### config.mk
export PLATFORM = sky130hd
export DESIGN_NAME = risc_core_decode_stack
export DESIGN_NICKNAME = d
export VERILOG_FILES = /design/src/logic/risc_core_pkg.sv /design/src/logic/risc_core_decode_stack.sv
export VERILOG_INCLUDE_DIRS = /design/src /design/src/logic
export SDC_FILE = /design/constraint.sdc
export NUM_CORES = 2
export LEC_CHECK = 0
export BUFFER_PORTS_ARGS = -buffer_cell sky130_fd_sc_hd__buf_2
export CORE_ASPECT_RATIO = 1.1
export CORE_MARGIN = 1.5
export CORE_UTILIZATION = 60
export DETAILED_ROUTE_END_ITERATION = 7
export PLACE_DENSITY = 0.86
export SLEW_MARGIN = 40
export SYNTH_ARGS = -nofsm -noshare
export SYNTH_HDL_FRONTEND = slang
export SYNTH_SLANG_ARGS = --single-unit
export TNS_END_PERCENT = 1
### constraint.sdc
create_clock -name sys_clk -period 8.6 [get_ports sys_clk]
set_input_delay 1.29 -clock sys_clk [delete_from_list [all_inputs] [get_ports sys_clk]]
set_output_delay 1.29 -clock sys_clk [all_outputs]
set_load 0.01 [all_outputs]
### src/logic/risc_core_consts.svh
// offsets, field positions, reset values and memory map constants for the core
`ifndef RISC_CORE_CONSTS_SVH
`define RISC_CORE_CONSTS_SVH
`define FMT_BIT 15
`define SRC_LSB 0
`define SRC_MSB 7
`define DST_LSB 8
`define DST_MSB 14
`define DST_MOD_W 4
`define DST_SUB_W 3
`define PFX_W 5
`define ROM_BASE 16'h8000
`define APP_START 16'h0000
`define PW_FIRST 16'h0010
`define PW_LAST 16'h001F
`define PW_WORDS 16
`define STACK_RESET 4'hF
`define STACK_DEPTH 16
`define FLASH_WORDS 32768
`define SRAM_WORDS 1024
`define ROM_WORDS 4096
`define NUM_ACC 16
`define NUM_DP 3
// module selectors of the special registers that carry side effects
`define MOD_ACC 4'h8
`define MOD_PFX 4'hB
`define MOD_SP 4'hD
`define MOD_SC 4'h8
`define MOD_DP 4'hF
`define MOD_IMM_ACC 4'hA
`define MOD_PC 4'hC
`endif

### src/logic/risc_core_pkg.sv
// types shared by the core decode and stack logic
package risc_core_pkg;
  typedef enum logic [2:0] {
    op_none, op_push, op_pop, op_call, op_ret, op_return_from_interrupt, op_pop_with_interrupt_enable, op_intr
  } stack_op_type;
  typedef enum logic [1:0] {
    dp_hold, dp_inc, dp_dec
  } dp_mode_type;
  typedef enum logic [1:0] {
    lock_idle, lock_compare, lock_done
  } lock_state_type;
endpackage
### src/logic/risc_core_decode_stack.sv
// instruction decode, prefix, accumulators, pointers, stack and password lock
`timescale 1ns/1ps
`default_nettype none
`include "risc_core_consts.svh"

////////////////////////////////////////////////////////////////////////////////

module risc_core_decode_stack
  import risc_core_pkg::*;
#(
  parameter int ADDR_W = 16,
  parameter int STACK_DEPTH = `STACK_DEPTH
)(
  input wire logic sys_clk,
  input wire logic rst_n,
  input wire logic clk_en,
  input wire logic [15:0] instr,
  input wire logic instr_valid,
  input wire logic [15:0] src_reg_data,
  input wire logic int_request,
  input wire logic [15:0] int_vector,
  input wire logic watchdog_reset,
  input wire logic [15:0] pw_attempt,
  input wire logic pw_attempt_valid,
  input wire logic [15:0] pw_stored,
  input wire logic flash_write_req,
  input wire logic mass_erase_req,
  input wire logic lock_set_req,
  input wire logic exec_from_data,
  input wire logic const_from_prog,
  output logic [ADDR_W-1:0] prog_addr,
  output logic prog_in_rom,
  output logic prog_in_data,
  output logic [3:0] src_module,
  output logic [3:0] src_index,
  output logic src_is_imm,
  output logic [3:0] dst_module,
  output logic [7:0] dst_index,
  output logic dst_write,
  output logic [15:0] move_data,
  output logic [15:0] acc_value,
  output logic [15:0] dp0,
  output logic [15:0] dp1,
  output logic [15:0] dp2,
  output logic data_from_prog,
  output logic [3:0] stack_index,
  output logic [15:0] stack_top,
  output logic password_lock_bit,
  output logic flash_write_grant,
  output logic flash_write_refused,
  output logic [3:0] pw_word_addr,
  output logic pw_erase_fill
);

////////////////////////////////////////////////////////////////////////////////
// field split of the current word

  logic fmt;
  logic [7:0] src_field;
  logic [3:0] d_mod;
  logic [2:0] d_sub;
  logic [15:0] src_value;
  assign fmt = instr[`FMT_BIT];
  assign src_field = instr[`SRC_MSB:`SRC_LSB];
  assign d_mod = instr[`DST_LSB+`DST_MOD_W-1:`DST_LSB];
  assign d_sub = instr[`DST_MSB:`DST_MSB-`DST_SUB_W+1];
  // register source comes back from the selected module the same cycle
  assign src_value = fmt ? src_reg_data : {8'h00, src_field};

  logic go;
  assign go = clk_en & instr_valid;

////////////////////////////////////////////////////////////////////////////////
// decode, prefix, accumulators, pointers, program counter

  logic [`PFX_W-1:0] destination_prefix_reg;
  logic [`PFX_W-1:0] next_destination_prefix_reg;
  logic [3:0] acc_sel;
  logic [3:0] next_acc_sel;
  logic [15:0] acc [`NUM_ACC];
  logic [15:0] next_acc_word;
  logic acc_wr;
  logic [15:0] dp [`NUM_DP];
  logic [15:0] next_dp [`NUM_DP];
  dp_mode_type dp_mode [`NUM_DP];
  logic [15:0] pc;
  logic [15:0] next_pc;
  logic [3:0] next_src_module;
  logic [3:0] next_src_index;
  logic [3:0] next_dst_module;
  logic [7:0] next_dst_index;
  logic next_dst_write;
  logic [15:0] next_move_data;
  stack_op_type sop;
  logic [15:0] spush_val;
  logic [3:0] sidx;
  logic [15:0] stack_mem [STACK_DEPTH];

  // prefix-extended destination select
  logic [7:0] full_dst;
  assign full_dst = {destination_prefix_reg, d_sub};

  always_comb
  begin
    next_destination_prefix_reg = destination_prefix_reg;
    next_acc_sel = acc_sel;
    next_acc_word = acc[acc_sel];
    acc_wr = 1'b0;
    next_pc = pc;
    next_src_module = src_module;
    next_src_index = src_index;
    next_dst_module = dst_module;
    next_dst_index = dst_index;
    next_dst_write = 1'b0;
    next_move_data = move_data;
    sop = op_none;
    spush_val = 16'h0000;
    for (int i = 0; i < `NUM_DP; i++)
    begin
      dp_mode[i] = dp_hold;
    end
    if (int_request && clk_en)
    begin
      sop = op_intr;
      spush_val = pc;
      next_pc = int_vector;
    end
    else if (go)
    begin
      // every word executes fully in this one edge
      next_pc = pc + 16'h0001;
      next_src_module = src_field[3:0];
      next_src_index = src_field[7:4];
      next_dst_module = d_mod;
      next_dst_index = full_dst;
      next_move_data = src_value;
      next_destination_prefix_reg = '0; // prefix lives one word only
      if (d_mod == `MOD_PFX && d_sub == 3'h0)
      begin
        // the extra cycle costs no destination write of its own
        next_destination_prefix_reg = src_value[`PFX_W-1:0];
      end
      else
      begin
        next_dst_write = 1'b1;
        case (d_mod)
          `MOD_IMM_ACC:
          begin
            // accumulator select: index by the low four bits of the source value
            next_acc_sel = src_value[3:0];
          end
          `MOD_ACC:
          begin
            acc_wr = 1'b1;
            case (d_sub)
              3'h1: next_acc_word = acc[acc_sel] + src_value;
              3'h2: next_acc_word = acc[acc_sel] - src_value;
              3'h3: next_acc_word = acc[acc_sel] & src_value;
              3'h4: next_acc_word = acc[acc_sel] | src_value;
              3'h5: next_acc_word = acc[acc_sel] ^ src_value;
              default: next_acc_word = src_value;
            endcase
          end
          `MOD_PC:
          begin
            case (d_sub)
              3'h0: next_pc = src_value; // jump
              3'h1:
              begin
                sop = op_call;
                spush_val = pc + 16'h0001;
                next_pc = src_value;
              end
              3'h2:
              begin
                sop = op_ret;
                next_pc = stack_mem[sidx];
              end
              3'h3:
              begin
                sop = op_return_from_interrupt;
                next_pc = stack_mem[sidx];
              end
              default: next_pc = pc + 16'h0001;
            endcase
          end
          `MOD_SP:
          begin
            case (d_sub)
              3'h0:
              begin
                sop = op_push;
                spush_val = src_value;
              end
              3'h1: sop = op_pop;
              3'h2: sop = op_pop_with_interrupt_enable;
              default: sop = op_none;
            endcase
          end
          `MOD_DP:
          begin
            // subindex bits 1:0 pick the pointer; source bit 0 picks direction (1 steps down)
            if (d_sub[2] == 1'b0 && d_sub[1:0] != 2'h3)
            begin
              dp_mode[d_sub[1:0]] = src_value[0] ? dp_dec : dp_inc;
            end
          end
          default: next_dst_write = 1'b1;
        endcase
      end
    end
    for (int i = 0; i < `NUM_DP; i++)
    begin
      case (dp_mode[i])
        dp_inc: next_dp[i] = dp[i] + 16'h0001;
        dp_dec: next_dp[i] = dp[i] - 16'h0001;
        default: next_dp[i] = dp[i];
      endcase
    end
  end

  always_ff @(posedge sys_clk or negedge rst_n)
  begin
    if (!rst_n)
    begin
      destination_prefix_reg <= '0;
      acc_sel <= 4'h0;
      pc <= `ROM_BASE;
      src_module <= 4'h0;
      src_index <= 4'h0;
      dst_module <= 4'h0;
      dst_index <= 8'h00;
      dst_write <= 1'b0;
      move_data <= 16'h0000;
      for (int i = 0; i < `NUM_ACC; i++)
      begin
        acc[i] <= 16'h0000;
      end
      for (int i = 0; i < `NUM_DP; i++)
      begin
        dp[i] <= 16'h0000;
      end
    end
    else if (watchdog_reset)
    begin
      pc <= `ROM_BASE;
      destination_prefix_reg <= '0;
      dst_write <= 1'b0;
    end
    else if (clk_en)
    begin
      destination_prefix_reg <= next_destination_prefix_reg;
      acc_sel <= next_acc_sel;
      pc <= next_pc;
      src_module <= next_src_module;
      src_index <= next_src_index;
      dst_module <= next_dst_module;
      dst_index <= next_dst_index;
      dst_write <= next_dst_write;
      move_data <= next_move_data;
      if (acc_wr)
      begin
        acc[acc_sel] <= next_acc_word;
      end
      for (int i = 0; i < `NUM_DP; i++)
      begin
        dp[i] <= next_dp[i];
      end
    end
  end

////////////////////////////////////////////////////////////////////////////////
// memory map outputs

  logic next_prog_in_rom;
  assign next_prog_in_rom = (next_pc >= `ROM_BASE) &&
    (next_pc < `ROM_BASE + 16'(`ROM_WORDS));

  always_ff @(posedge sys_clk or negedge rst_n)
  begin
    if (!rst_n)
    begin
      prog_addr <= ADDR_W'(`ROM_BASE);
      prog_in_rom <= 1'b1;
      prog_in_data <= 1'b0;
      data_from_prog <= 1'b0;
      src_is_imm <= 1'b0;
      acc_value <= 16'h0000;
      dp0 <= 16'h0000;
      dp1 <= 16'h0000;
      dp2 <= 16'h0000;
    end
    else if (watchdog_reset)
    begin
      prog_addr <= ADDR_W'(`ROM_BASE);
      prog_in_rom <= 1'b1;
      prog_in_data <= 1'b0;
    end
    else if (clk_en)
    begin
      prog_addr <= ADDR_W'(next_pc);
      prog_in_rom <= next_prog_in_rom;
      prog_in_data <= exec_from_data;
      data_from_prog <= const_from_prog;
      src_is_imm <= go ? ~fmt : src_is_imm;
      acc_value <= acc_wr ? next_acc_word : acc[next_acc_sel];
      dp0 <= next_dp[0];
      dp1 <= next_dp[1];
      dp2 <= next_dp[2];
    end
  end

////////////////////////////////////////////////////////////////////////////////
// hardware stack

  logic [3:0] next_sidx;
  always_comb
  begin
    next_sidx = sidx;
    case (sop)
      op_push, op_call, op_intr: next_sidx = sidx + 4'h1;
      op_pop, op_ret, op_return_from_interrupt, op_pop_with_interrupt_enable: next_sidx = sidx - 4'h1;
      default: next_sidx = sidx;
    endcase
  end

  always_ff @(posedge sys_clk or negedge rst_n)
  begin
    if (!rst_n)
    begin
      sidx <= `STACK_RESET;
      stack_index <= `STACK_RESET;
      stack_top <= 16'h0000;
      for (int i = 0; i < STACK_DEPTH; i++)
      begin
        stack_mem[i] <= 16'h0000;
      end
    end
    else if (clk_en && !watchdog_reset)
    begin
      sidx <= next_sidx;
      stack_index <= next_sidx;
      if (sop == op_push || sop == op_call || sop == op_intr)
      begin
        stack_mem[next_sidx] <= spush_val;
      end
      // pops read the old entry before the index moves
      if (sop == op_pop || sop == op_pop_with_interrupt_enable)
      begin
        stack_top <= stack_mem[sidx];
      end
    end
  end

////////////////////////////////////////////////////////////////////////////////
// password lock and flash guard

  lock_state_type lock_state;
  lock_state_type next_lock_state;
  logic [3:0] next_pw_word_addr;
  logic pw_ok;
  logic next_pw_ok;
  logic next_lock;
  logic next_grant;
  logic next_refused;
  logic next_fill;

  always_comb
  begin
    next_lock_state = lock_state;
    next_pw_word_addr = pw_word_addr;
    next_pw_ok = pw_ok;
    next_lock = password_lock_bit;
    next_grant = 1'b0;
    next_refused = 1'b0;
    next_fill = 1'b0;
    case (lock_state)
      lock_idle:
      begin
        if (pw_attempt_valid)
        begin
          next_lock_state = lock_compare;
          // word 0 at 0010h is taken now, so the walk goes on at 1
          next_pw_word_addr = 4'h1;
          next_pw_ok = (pw_attempt == pw_stored);
        end
      end
      lock_compare:
      begin
        if (pw_attempt_valid)
        begin
          next_pw_ok = pw_ok & (pw_attempt == pw_stored);
          next_pw_word_addr = pw_word_addr + 4'h1;
          if (pw_word_addr == 4'(`PW_WORDS - 1))
          begin
            next_lock_state = lock_done;
          end
        end
      end
      lock_done: next_lock_state = lock_done;
      default: next_lock_state = lock_idle;
    endcase
    // unprogrammed parts accept updates without the key
    if (flash_write_req)
    begin
      if (!password_lock_bit || (lock_state == lock_done && pw_ok))
      begin
        next_grant = 1'b1;
      end
      else
      begin
        next_refused = 1'b1;
      end
    end
    if (mass_erase_req)
    begin
      next_fill = 1'b1;
      next_lock = 1'b0;
      next_pw_ok = 1'b0;
      next_lock_state = lock_idle;
      // a key cut short by the erase must not shift the next one
      next_pw_word_addr = 4'h0;
    end
    else if (lock_set_req)
    begin
      next_lock = 1'b1;
    end
  end

  always_ff @(posedge sys_clk or negedge rst_n)
  begin
    if (!rst_n)
    begin
      lock_state <= lock_idle;
      pw_word_addr <= 4'h0;
      pw_ok <= 1'b0;
      password_lock_bit <= 1'b0;
      flash_write_grant <= 1'b0;
      flash_write_refused <= 1'b0;
      pw_erase_fill <= 1'b0;
    end
    else if (clk_en)
    begin
      lock_state <= next_lock_state;
      pw_word_addr <= next_pw_word_addr;
      pw_ok <= next_pw_ok;
      password_lock_bit <= next_lock;
      flash_write_grant <= next_grant;
      flash_write_refused <= next_refused;
      pw_erase_fill <= next_fill;
    end
  end

////////////////////////////////////////////////////////////////////////////////
// checks

  chk_stack_push_step: assert property (@(posedge sys_clk) disable iff (!rst_n)
    clk_en && !watchdog_reset && sop == op_push |=> sidx == $past(sidx) + 4'h1)
    else $error("push did not advance stack index");
  chk_stack_pop_step: assert property (@(posedge sys_clk) disable iff (!rst_n)
    clk_en && !watchdog_reset && sop == op_pop
    |=> stack_top == $past(stack_mem[sidx]) && sidx == $past(sidx) - 4'h1)
    else $error("pop order wrong");
  chk_wdog_rom_entry: assert property (@(posedge sys_clk) disable iff (!rst_n)
    watchdog_reset |=> prog_addr == ADDR_W'(`ROM_BASE) && prog_in_rom)
    else $error("watchdog did not restart at rom");
  chk_refuse_locked: assert property (@(posedge sys_clk) disable iff (!rst_n)
    clk_en && flash_write_req && password_lock_bit && !pw_ok && !mass_erase_req
    |=> flash_write_refused && !flash_write_grant)
    else $error("locked flash write not refused");
  chk_prefix_one_word: assert property (@(posedge sys_clk) disable iff (!rst_n)
    go && !int_request && !watchdog_reset && d_mod == `MOD_PFX && d_sub == 3'h0
    |=> !dst_write)
    else $error("prefix write produced a destination write");
  chk_src_split: assert property (@(posedge sys_clk) disable iff (!rst_n)
    go && !int_request && !watchdog_reset
    |=> src_module == $past(instr[3:0]) && src_index == $past(instr[7:4]))
    else $error("source field split wrong");
  chk_imm_source: assert property (@(posedge sys_clk) disable iff (!rst_n)
    go && !int_request && !watchdog_reset && !fmt
    |=> move_data == {8'h00, $past(instr[7:0])})
    else $error("immediate source wrong");
  chk_erase_unlock: assert property (@(posedge sys_clk) disable iff (!rst_n)
    clk_en && mass_erase_req |=> pw_erase_fill && !password_lock_bit)
    else $error("mass erase did not clear lock");

endmodule
`default_nettype wire

Word-level counts from Yosys, hierarchy flattened
Cells that the tools add are included.

Register bits after elaboration: 673. Input bits: 92. Output and inout bits: 149.

Reduce and logical (&&, ||, !) cells: 41. Eq/ne operators: 33. Add/subtract/negate cells: 12. Bitwise logic cells: 15. Magnitude comparators: 10. Muxes and demuxes: 95.

Operators with widths (number): $bwmux W256 (2); $mux W16 (25); $bmux W16 S4 (3); $pmux W16 S2 (5); $demux W16 S4 (2); $pmux W16 S5 (1); $add A16 B1 Y16 const B (4); $sub A16 B1 Y16 const B (3); $mux W6 (5); $eq A4 B4 Y1 const B (7); $mux W4 (7); $mux W5 (5); $mux W1 (23); $ge A5 B5 Y1 const B (4); $not A4 Y5 (4); $eq A3 B3 Y1 const B (6); $pmux W3 S3 (2); $reduce_and A3 Y1 (6); $add A16 B16 Y16 (1); $and A16 B16 Y16 (1); $eq A16 B16 Y1 (1); $ge A16 B16 Y1 const B (1); $lt A16 B16 Y1 const B (1); $or A16 B16 Y16 (1); other kinds (36) (86).

Depth between registers and ports, before layout
Depth in word-level cells: 15. Depth in mapped cells: 20.

Least setup slack after synthesis
OpenSTA, ideal clock, no wires.

Kind: input -> register. From: input port instr[13]. To: register dp1[15]. Cell stages on the path: 17. Arrival: 5.368 ns. Data required time: 8.520 ns. Path slack: 3.152 ns. Buffers on the path: 5. Path through: buf_2 > buf_1 > clkbuf_1 > buf_1 > clkbuf_1 > and4b_1 > ha_1 > ha_1 > a211oi_1 > o21ai_0 > o31a_1 > a41o_1 > o211a_1 > o21a_1 > o21ai_0 > mux2i_1 > xnor2_1.

Cells in the longest elaborated chain, start to end: 14.

RTL lines: from (decl) (RTL line risc_core_decode_stack.sv:17) `input wire logic [15:0] instr,`; $not A2 Y3 (RTL line risc_core_decode_stack.sv:205) `dp_mode[d_sub[1:0]] = src_value[0] ? dp_dec : dp_inc;`; $ge A3 B3 Y1 (not written as such) / $lt A3 B1 Y1 (equally long branches) (RTL line risc_core_decode_stack.sv:205); $logic_and A1 B1 Y1 (not written as such) (RTL line risc_core_decode_stack.sv:205); $mux W2 (RTL line risc_core_decode_stack.sv:205); $demux W2 S2 (RTL line risc_core_decode_stack.sv:205); $and A6 B6 Y6 (no source line); $mux W6 (RTL line risc_core_decode_stack.sv:203) `if (d_sub[2] == 1'b0 && d_sub[1:0] != 2'h3)`; $mux W6 (RTL line risc_core_decode_stack.sv:146) `case (d_mod)`; $mux W6 (*) (RTL line risc_core_decode_stack.sv:138) `` if (d_mod == `MOD_PFX && d_sub == 3'h0) ``; $mux W6 (*) (RTL line risc_core_decode_stack.sv:128) `else if (go)`; $mux W6 (*) (RTL line risc_core_decode_stack.sv:122) `if (int_request && clk_en)`; $eq A2 B2 Y1 / $eq A2 B1 Y1 (equally long branches) (RTL line risc_core_decode_stack.sv:214) `case (dp_mode[i])`; $reduce_bool A2 Y1 (no source line); $reduce_and A3 Y1 (no source line); to (signal assigned) (RTL line risc_core_decode_stack.sv:308) `dp1 <= next_dp[1];`; to (decl) (RTL line risc_core_decode_stack.sv:43) `output logic [15:0] dp1,`.

Mark *: on every way between the ends. The rest lies on a longest branch, timed or not. A chain may end at the register's enable or synchronous reset.

Final worst setup path
From: input port instr[13]. To: register stack_mem[122] (netlist bit).

Cells in the longest elaborated chain, start to end: 15.

RTL lines: $eq A3 B2 Y1, or another cell as far along (RTL line risc_core_decode_stack.sv:166, risc_core_decode_stack.sv:189); $pmux W3 S3, on equally long branches (RTL line risc_core_decode_stack.sv:189, risc_core_decode_stack.sv:166); $pmux W3 S2 (RTL line risc_core_decode_stack.sv:146); $mux W3 (RTL line risc_core_decode_stack.sv:138); $mux W3 (RTL line risc_core_decode_stack.sv:128); $mux W3 (RTL line risc_core_decode_stack.sv:122); $eq A3 B2 Y1, or another cell as far along (RTL line risc_core_decode_stack.sv:320) `case (sop)`; $reduce_or A4 Y1 / $reduce_or A3 Y1 (equally long branches) (RTL line risc_core_decode_stack.sv:320); $pmux W4 S2 (RTL line risc_core_decode_stack.sv:320); $not A4 Y5 (not written as such) (RTL line risc_core_decode_stack.sv:345) `stack_mem[next_sidx] <= spush_val;`; $ge A5 B5 Y1 (not written as such) / $lt A5 B1 Y1 (equally long branches) (RTL line risc_core_decode_stack.sv:345); $logic_and A1 B1 Y1 (not written as such) (RTL line risc_core_decode_stack.sv:345); $mux W16 (not written as such) (RTL line risc_core_decode_stack.sv:345); $demux W16 S4 (RTL line risc_core_decode_stack.sv:345); $bwmux W256 (RTL line risc_core_decode_stack.sv:345); to (signal, indexed assignment) (RTL line risc_core_decode_stack.sv:345); to (decl) (RTL line risc_core_decode_stack.sv:97) `logic [15:0] stack_mem [STACK_DEPTH];`.

Several ways; a longest one is shown, not always the timed one.

==> report_table.html <==
<table>
<tr><th>Metric</th><th>Value</th></tr>
<tr><th colspan="2">Power</th></tr>
<tr><td>Post-route total power</td><td>8.95 mW</td></tr>
<tr><td>LEAKAGE</td><td>18.1 nW</td></tr>
<tr><td>Switching power of the nets</td><td>~2.8 mW</td></tr>
<tr><td>Max rail drop VDD</td><td>between 150 and 200 uV</td></tr>
<tr><td>Logic pwr share</td><td>0.224</td></tr>
<tr><td>Clock network fraction of total power</td><td>0.342</td></tr>
<tr><td>Part of the total power dissipated in sequential elements</td><td>0.434</td></tr>
<tr><td>Power per unit of standard cell area</td><td>between 200 and 250 mW/mm^2</td></tr>
<tr><td>Switching share of total power</td><td>0.317</td></tr>
<tr><td>Internal Dissipation</td><td>6.11 mW</td></tr>
<tr><th colspan="2">Clock network</th></tr>
<tr><td>Number of buffers on the longest clock path</td><td>3</td></tr>
<tr><td>Later-pin clock latency in the skew report</td><td>between 0.6 and 0.7 ns</td></tr>
<tr><td>Post-CTS Hold Buffers</td><td>0</td></tr>
<tr><td>Clock sinks</td><td>between 600 and 700</td></tr>
<tr><td>Post-CTS clock slew at the launch and capture registers of the worst setup and hold paths</td><td>0.06 ns</td></tr>
<tr><td>Number of buffers created by CTS</td><td>66</td></tr>
<tr><td>Buffer count from post-CTS setup fixing</td><td>0</td></tr>
<tr><td>Clock root buffer</td><td>clkbuf_16</td></tr>
<tr><td>Post-cts gate resize count</td><td>0</td></tr>
<tr><td>CTS H-tree lvls</td><td>3</td></tr>
<tr><td>Clock tree from TritonCTS</td><td>done</td></tr>
<tr><th colspan="2">Placed design</th></tr>
<tr><td>Cell count after placement</td><td>4,673</td></tr>
<tr><td>Port bufs</td><td>240</td></tr>
<tr><td>RePlAce Congestion</td><td>0.985</td></tr>
<tr><td>Detailed-placement wirelength estimate</td><td>71,400 um</td></tr>
<tr><th colspan="2">Detailed routing</th></tr>
<tr><td>Routed metal-1 wire length</td><td>40,000 um</td></tr>
<tr><td>Number of DRC markers after the initial detailed-route iteration</td><td>around 4,200</td></tr>
<tr><td>Detailed-route via count</td><td>between 30,000 and 40,000</td></tr>
<tr><td>DRC Markers</td><td>0</td></tr>
<tr><td>Wire length on met2</td><td>around 51,000 um</td></tr>
<tr><td>Total routed wirelength</td><td>roughly 110,000 um</td></tr>
<tr><td>Highest Signal Layer</td><td>met5</td></tr>
<tr><td>Avg WL per Cell</td><td>23.8 um</td></tr>
<tr><td>Vias per inst</td><td>6.71</td></tr>
<tr><td>TritonRoute pass-1 iters</td><td>7</td></tr>
<tr><td>Final antenna-violating net count</td><td>0</td></tr>
<tr><td>Met3 wirelength from detailed routing</td><td>15,800 um</td></tr>
<tr><th colspan="2">Synthesis</th></tr>
<tr><td>Post-synth top flop</td><td>dfrtp_1</td></tr>
<tr><td>Share of synthesized area occupied by flip-flops and latches</td><td>0.459</td></tr>
<tr><td>Synth top area cells</td><td>dfrtp_1, mux4_2, nand2_1</td></tr>
<tr><td>Cell with the most instances after synthesis</td><td>nand2_1</td></tr>
<tr><td>Number of flops mapped to enable cells by yosys</td><td>0</td></tr>
<tr><td>Leading area contributor after synthesis</td><td>dfrtp_1</td></tr>
<tr><td>Register bit total from synthesis</td><td>673</td></tr>
<tr><td>Post-synthesis net count</td><td>4,023</td></tr>
<tr><td>Synth Cell Area</td><td>roughly 0.037 sq mm</td></tr>
<tr><td>Count of mapped cells out of synthesis</td><td>3,828</td></tr>
<tr><td>Synth warnings</td><td>0</td></tr>
<tr><td>Leading cell types by count after synthesis</td><td>nand2_1, dfrtp_1, o21ai_0, nor2_1, a21oi_1</td></tr>
<tr><td>Post-synthesis area per instance</td><td>roughly 9.6 sq um</td></tr>
<tr><td>Share of the synthesized area in the top cell type</td><td>0.454</td></tr>
<tr><td>Post-synthesis async set-or-reset flop share</td><td>1.00</td></tr>
<tr><td>Number of unique standard cell types used by synthesis</td><td>between 80 and 90</td></tr>
<tr><th colspan="2">Min path</th></tr>
<tr><td>Path class of the lowest-slack min-delay path</td><td>reg2reg</td></tr>
<tr><th colspan="2">Setup path</th></tr>
<tr><td>Crit path kind</td><td>in2reg</td></tr>
<tr><td>Crit. End Element</td><td>flip-flop</td></tr>
<tr><td>Slack of the worst reg-to-reg path</td><td>approximately 2.8 ns</td></tr>
<tr><td>Data required, critical path</td><td>just over 9 ns</td></tr>
<tr><td>Launching element type of the critical path</td><td>primary input</td></tr>
<tr><td>Worst path arrival time</td><td>about 6.5 ns</td></tr>
<tr><td>Worst-path fanout max</td><td>44</td></tr>
<tr><th colspan="2">STA</th></tr>
<tr><td>Max Slew Vio Count</td><td>0</td></tr>
<tr><td>Worst clock skew on the final layout</td><td>around 0.021 ns</td></tr>
<tr><td>Total negative setup slack</td><td>0 ns</td></tr>
<tr><td>Part of the cycle the worst path needs</td><td>0.691</td></tr>
<tr><td>Setup repair after global routing missed its margin</td><td>false</td></tr>
<tr><td>Fmax</td><td>roughly 170 MHz</td></tr>
<tr><td>Fin. Hold Viols</td><td>0</td></tr>
<tr><td>Max-Slew Margin vs Limit</td><td>0.371</td></tr>
<tr><td>Final critical delay including setup and external delays</td><td>slightly below 6 ns</td></tr>
<tr><td>Transition time at the pin with the least slew margin</td><td>around 0.94 ns</td></tr>
<tr><td>Count of endpoints failing setup in the final report</td><td>0</td></tr>
<tr><td>Smallest hold slack</td><td>between 0.4 and 0.5 ns</td></tr>
<tr><th colspan="2">Floorplanning</th></tr>
<tr><td>Top Ports</td><td>around 240</td></tr>
<tr><td>Overall die height</td><td>about 260 um</td></tr>
<tr><td>Placeable core region</td><td>0.0602 sq mm</td></tr>
<tr><td>Chip Width</td><td>around 240 um</td></tr>
<tr><td>Effective utilization at floorplan</td><td>0.610</td></tr>
<tr><td>Overall die area</td><td>around 0.063 sq mm</td></tr>
<tr><td>Standard-cell rows</td><td>94</td></tr>
<tr><th colspan="2">Final layout</th></tr>
<tr><td>Area added between synthesis and finish</td><td>11.5%</td></tr>
<tr><td>Count of nets after finishing</td><td>roughly 4,100</td></tr>
<tr><td>Non-filler cells, final</td><td>roughly 4,800</td></tr>
<tr><td>Fill count</td><td>approximately 4,200</td></tr>
<tr><td>Largest registers</td><td>acc x256, stack_mem x256</td></tr>
<tr><td>Share of post-route cells with drive strength above 1</td><td>0.180</td></tr>
<tr><th colspan="2">Run</th></tr>
<tr><td># Max-Cap Violations</td><td>0</td></tr>
<tr><th colspan="2">Global routing</th></tr>
<tr><td>GRT overflow</td><td>0</td></tr>
<tr><td>Via count of the first global-routing pass</td><td>31,300</td></tr>
<tr><td>Global-route total usage across every layer</td><td>0.359</td></tr>
<tr><td>Number of antenna violations at the first check in global routing</td><td>4</td></tr>
<tr><td>Wire length of the first global-routing pass</td><td>176,000 um</td></tr>
<tr><td>Largest net degree at the start of global routing</td><td>between 150 and 200</td></tr>
<tr><th colspan="2">Status</th></tr>
<tr><td>Outcome</td><td>finished, final reports clean</td></tr>
</table>
metrics by stage:
stage / utilization / cell area [sq um] / worst slack (ns)
after CTS: 0.677 / 40800 / 2.72
after global routing: 0.680 / 40900 / 2.29
after global placement: 0.637 / 38300 / 2.28
after detailed placement: 0.640 / 38500 / 2.19
final: 0.680 / 40900 / 2.66
after floorplan: - / 36700 / 3.15
critical path: stages:
cell and delay [ns]:
buf_2 0.61, buf_4 0.47, nand2_1 0.16, nor4b_2 0.34, o211ai_1 0.16, o21ai_0 0.18
ha_1 0.30, a21o_1 0.16, a21oi_1 0.28, xnor2_1 0.17, o221ai_4 0.32, xor2_2 0.55
and3_1 0.75, buf_4 0.30, mux2_2 0.35
final timing paths:
check / startpoint / end / depth (start not counted)
setup / recovery: instr[13] / stack_mem[122] / 15
hold reg to reg: dst_module[0] / dst_module[0] / 2
setup reg to reg: acc_sel[0] / acc[138] / 15
hold / removal: dst_module[0] / dst_module[0] / 2
min in group asynchronous: rst_n / pw_ok / 1
max in group asynchronous: rst_n / acc_value[3] / 4
power groups by stage:
| stage | Combinational (mW) | Sequential [mW] | Clock, mW |
|---|---|---|---|
| floorplan | 1.33 | 3.77 | 0 |
| global placement | 1.80 | 3.87 | 0 |
| detailed placement | 1.89 | 3.90 | 0 |
| CTS | 1.92 | 3.86 | 3.06 |
| global route | 2.12 | 3.91 | 3.18 |
| finish | 2.00 | 3.88 | 3.06 |
area by class of cell:
type	instances	area, sq um	area share
Antenna cell	1	2.50	0.0000611
Clock buffer	88	1830	0.0448
Sequential cell	673	16900	0.412
Timing Repair Buffer	320	1970	0.0482
Tap cell	816	1020	0.0249
Clock inverter	31	429	0.0105
Inverter	74	278	0.00678
Multi-Input combinational cell	2795	18500	0.453
layout by cell type (no fill, tap or decap), drive strengths merged, types with 35 or more instances in the layout:
| master | instances |
|---|---|
| nand2 | 752 |
| dfrtp | 667 |
| o21ai | 491 |
| buf | 320 |
| nor2 | 294 |
| a21oi | 275 |
| mux4 | 170 |
| nand3 | 104 |
| ha | 98 |
| clkbuf | 88 |
| inv | 76 |
| xnor2 | 59 |
| mux2 | 41 |
| mux2i | 41 |
| xor2 | 38 |
| nor3 | 35 |
cell families (layout without fill, tap and decap cells):
| group | count (synthesis) | after routing | share of synthesized area |
|---|---|---|---|
| xor+xnor | 98 | 98 | 0.0242 |
| flops | 673 | 673 | 0.459 |
| simple gates | 1323 | 1323 | 0.152 |
| buf+inv | 360 | 513 | 0.0419 |
| mux | 252 | 252 | 0.129 |
| other cells | 0 | 1 | 0 |
| compound gates | 1019 | 1019 | 0.159 |
| fa+ha+maj | 103 | 103 | 0.0361 |
per-layer routing:
| metal | vias up | track usage |
|---|---|---|
| met5 | - | 0 |
| met4 | 8 | 0.197 |
| met3 | 560 | 0.118 |
| met2 | 2423 | 0.546 |
| met1 | 15400 | 0.455 |
| li1 | 13800 | - |
Power figures use the tool's default switching activity.
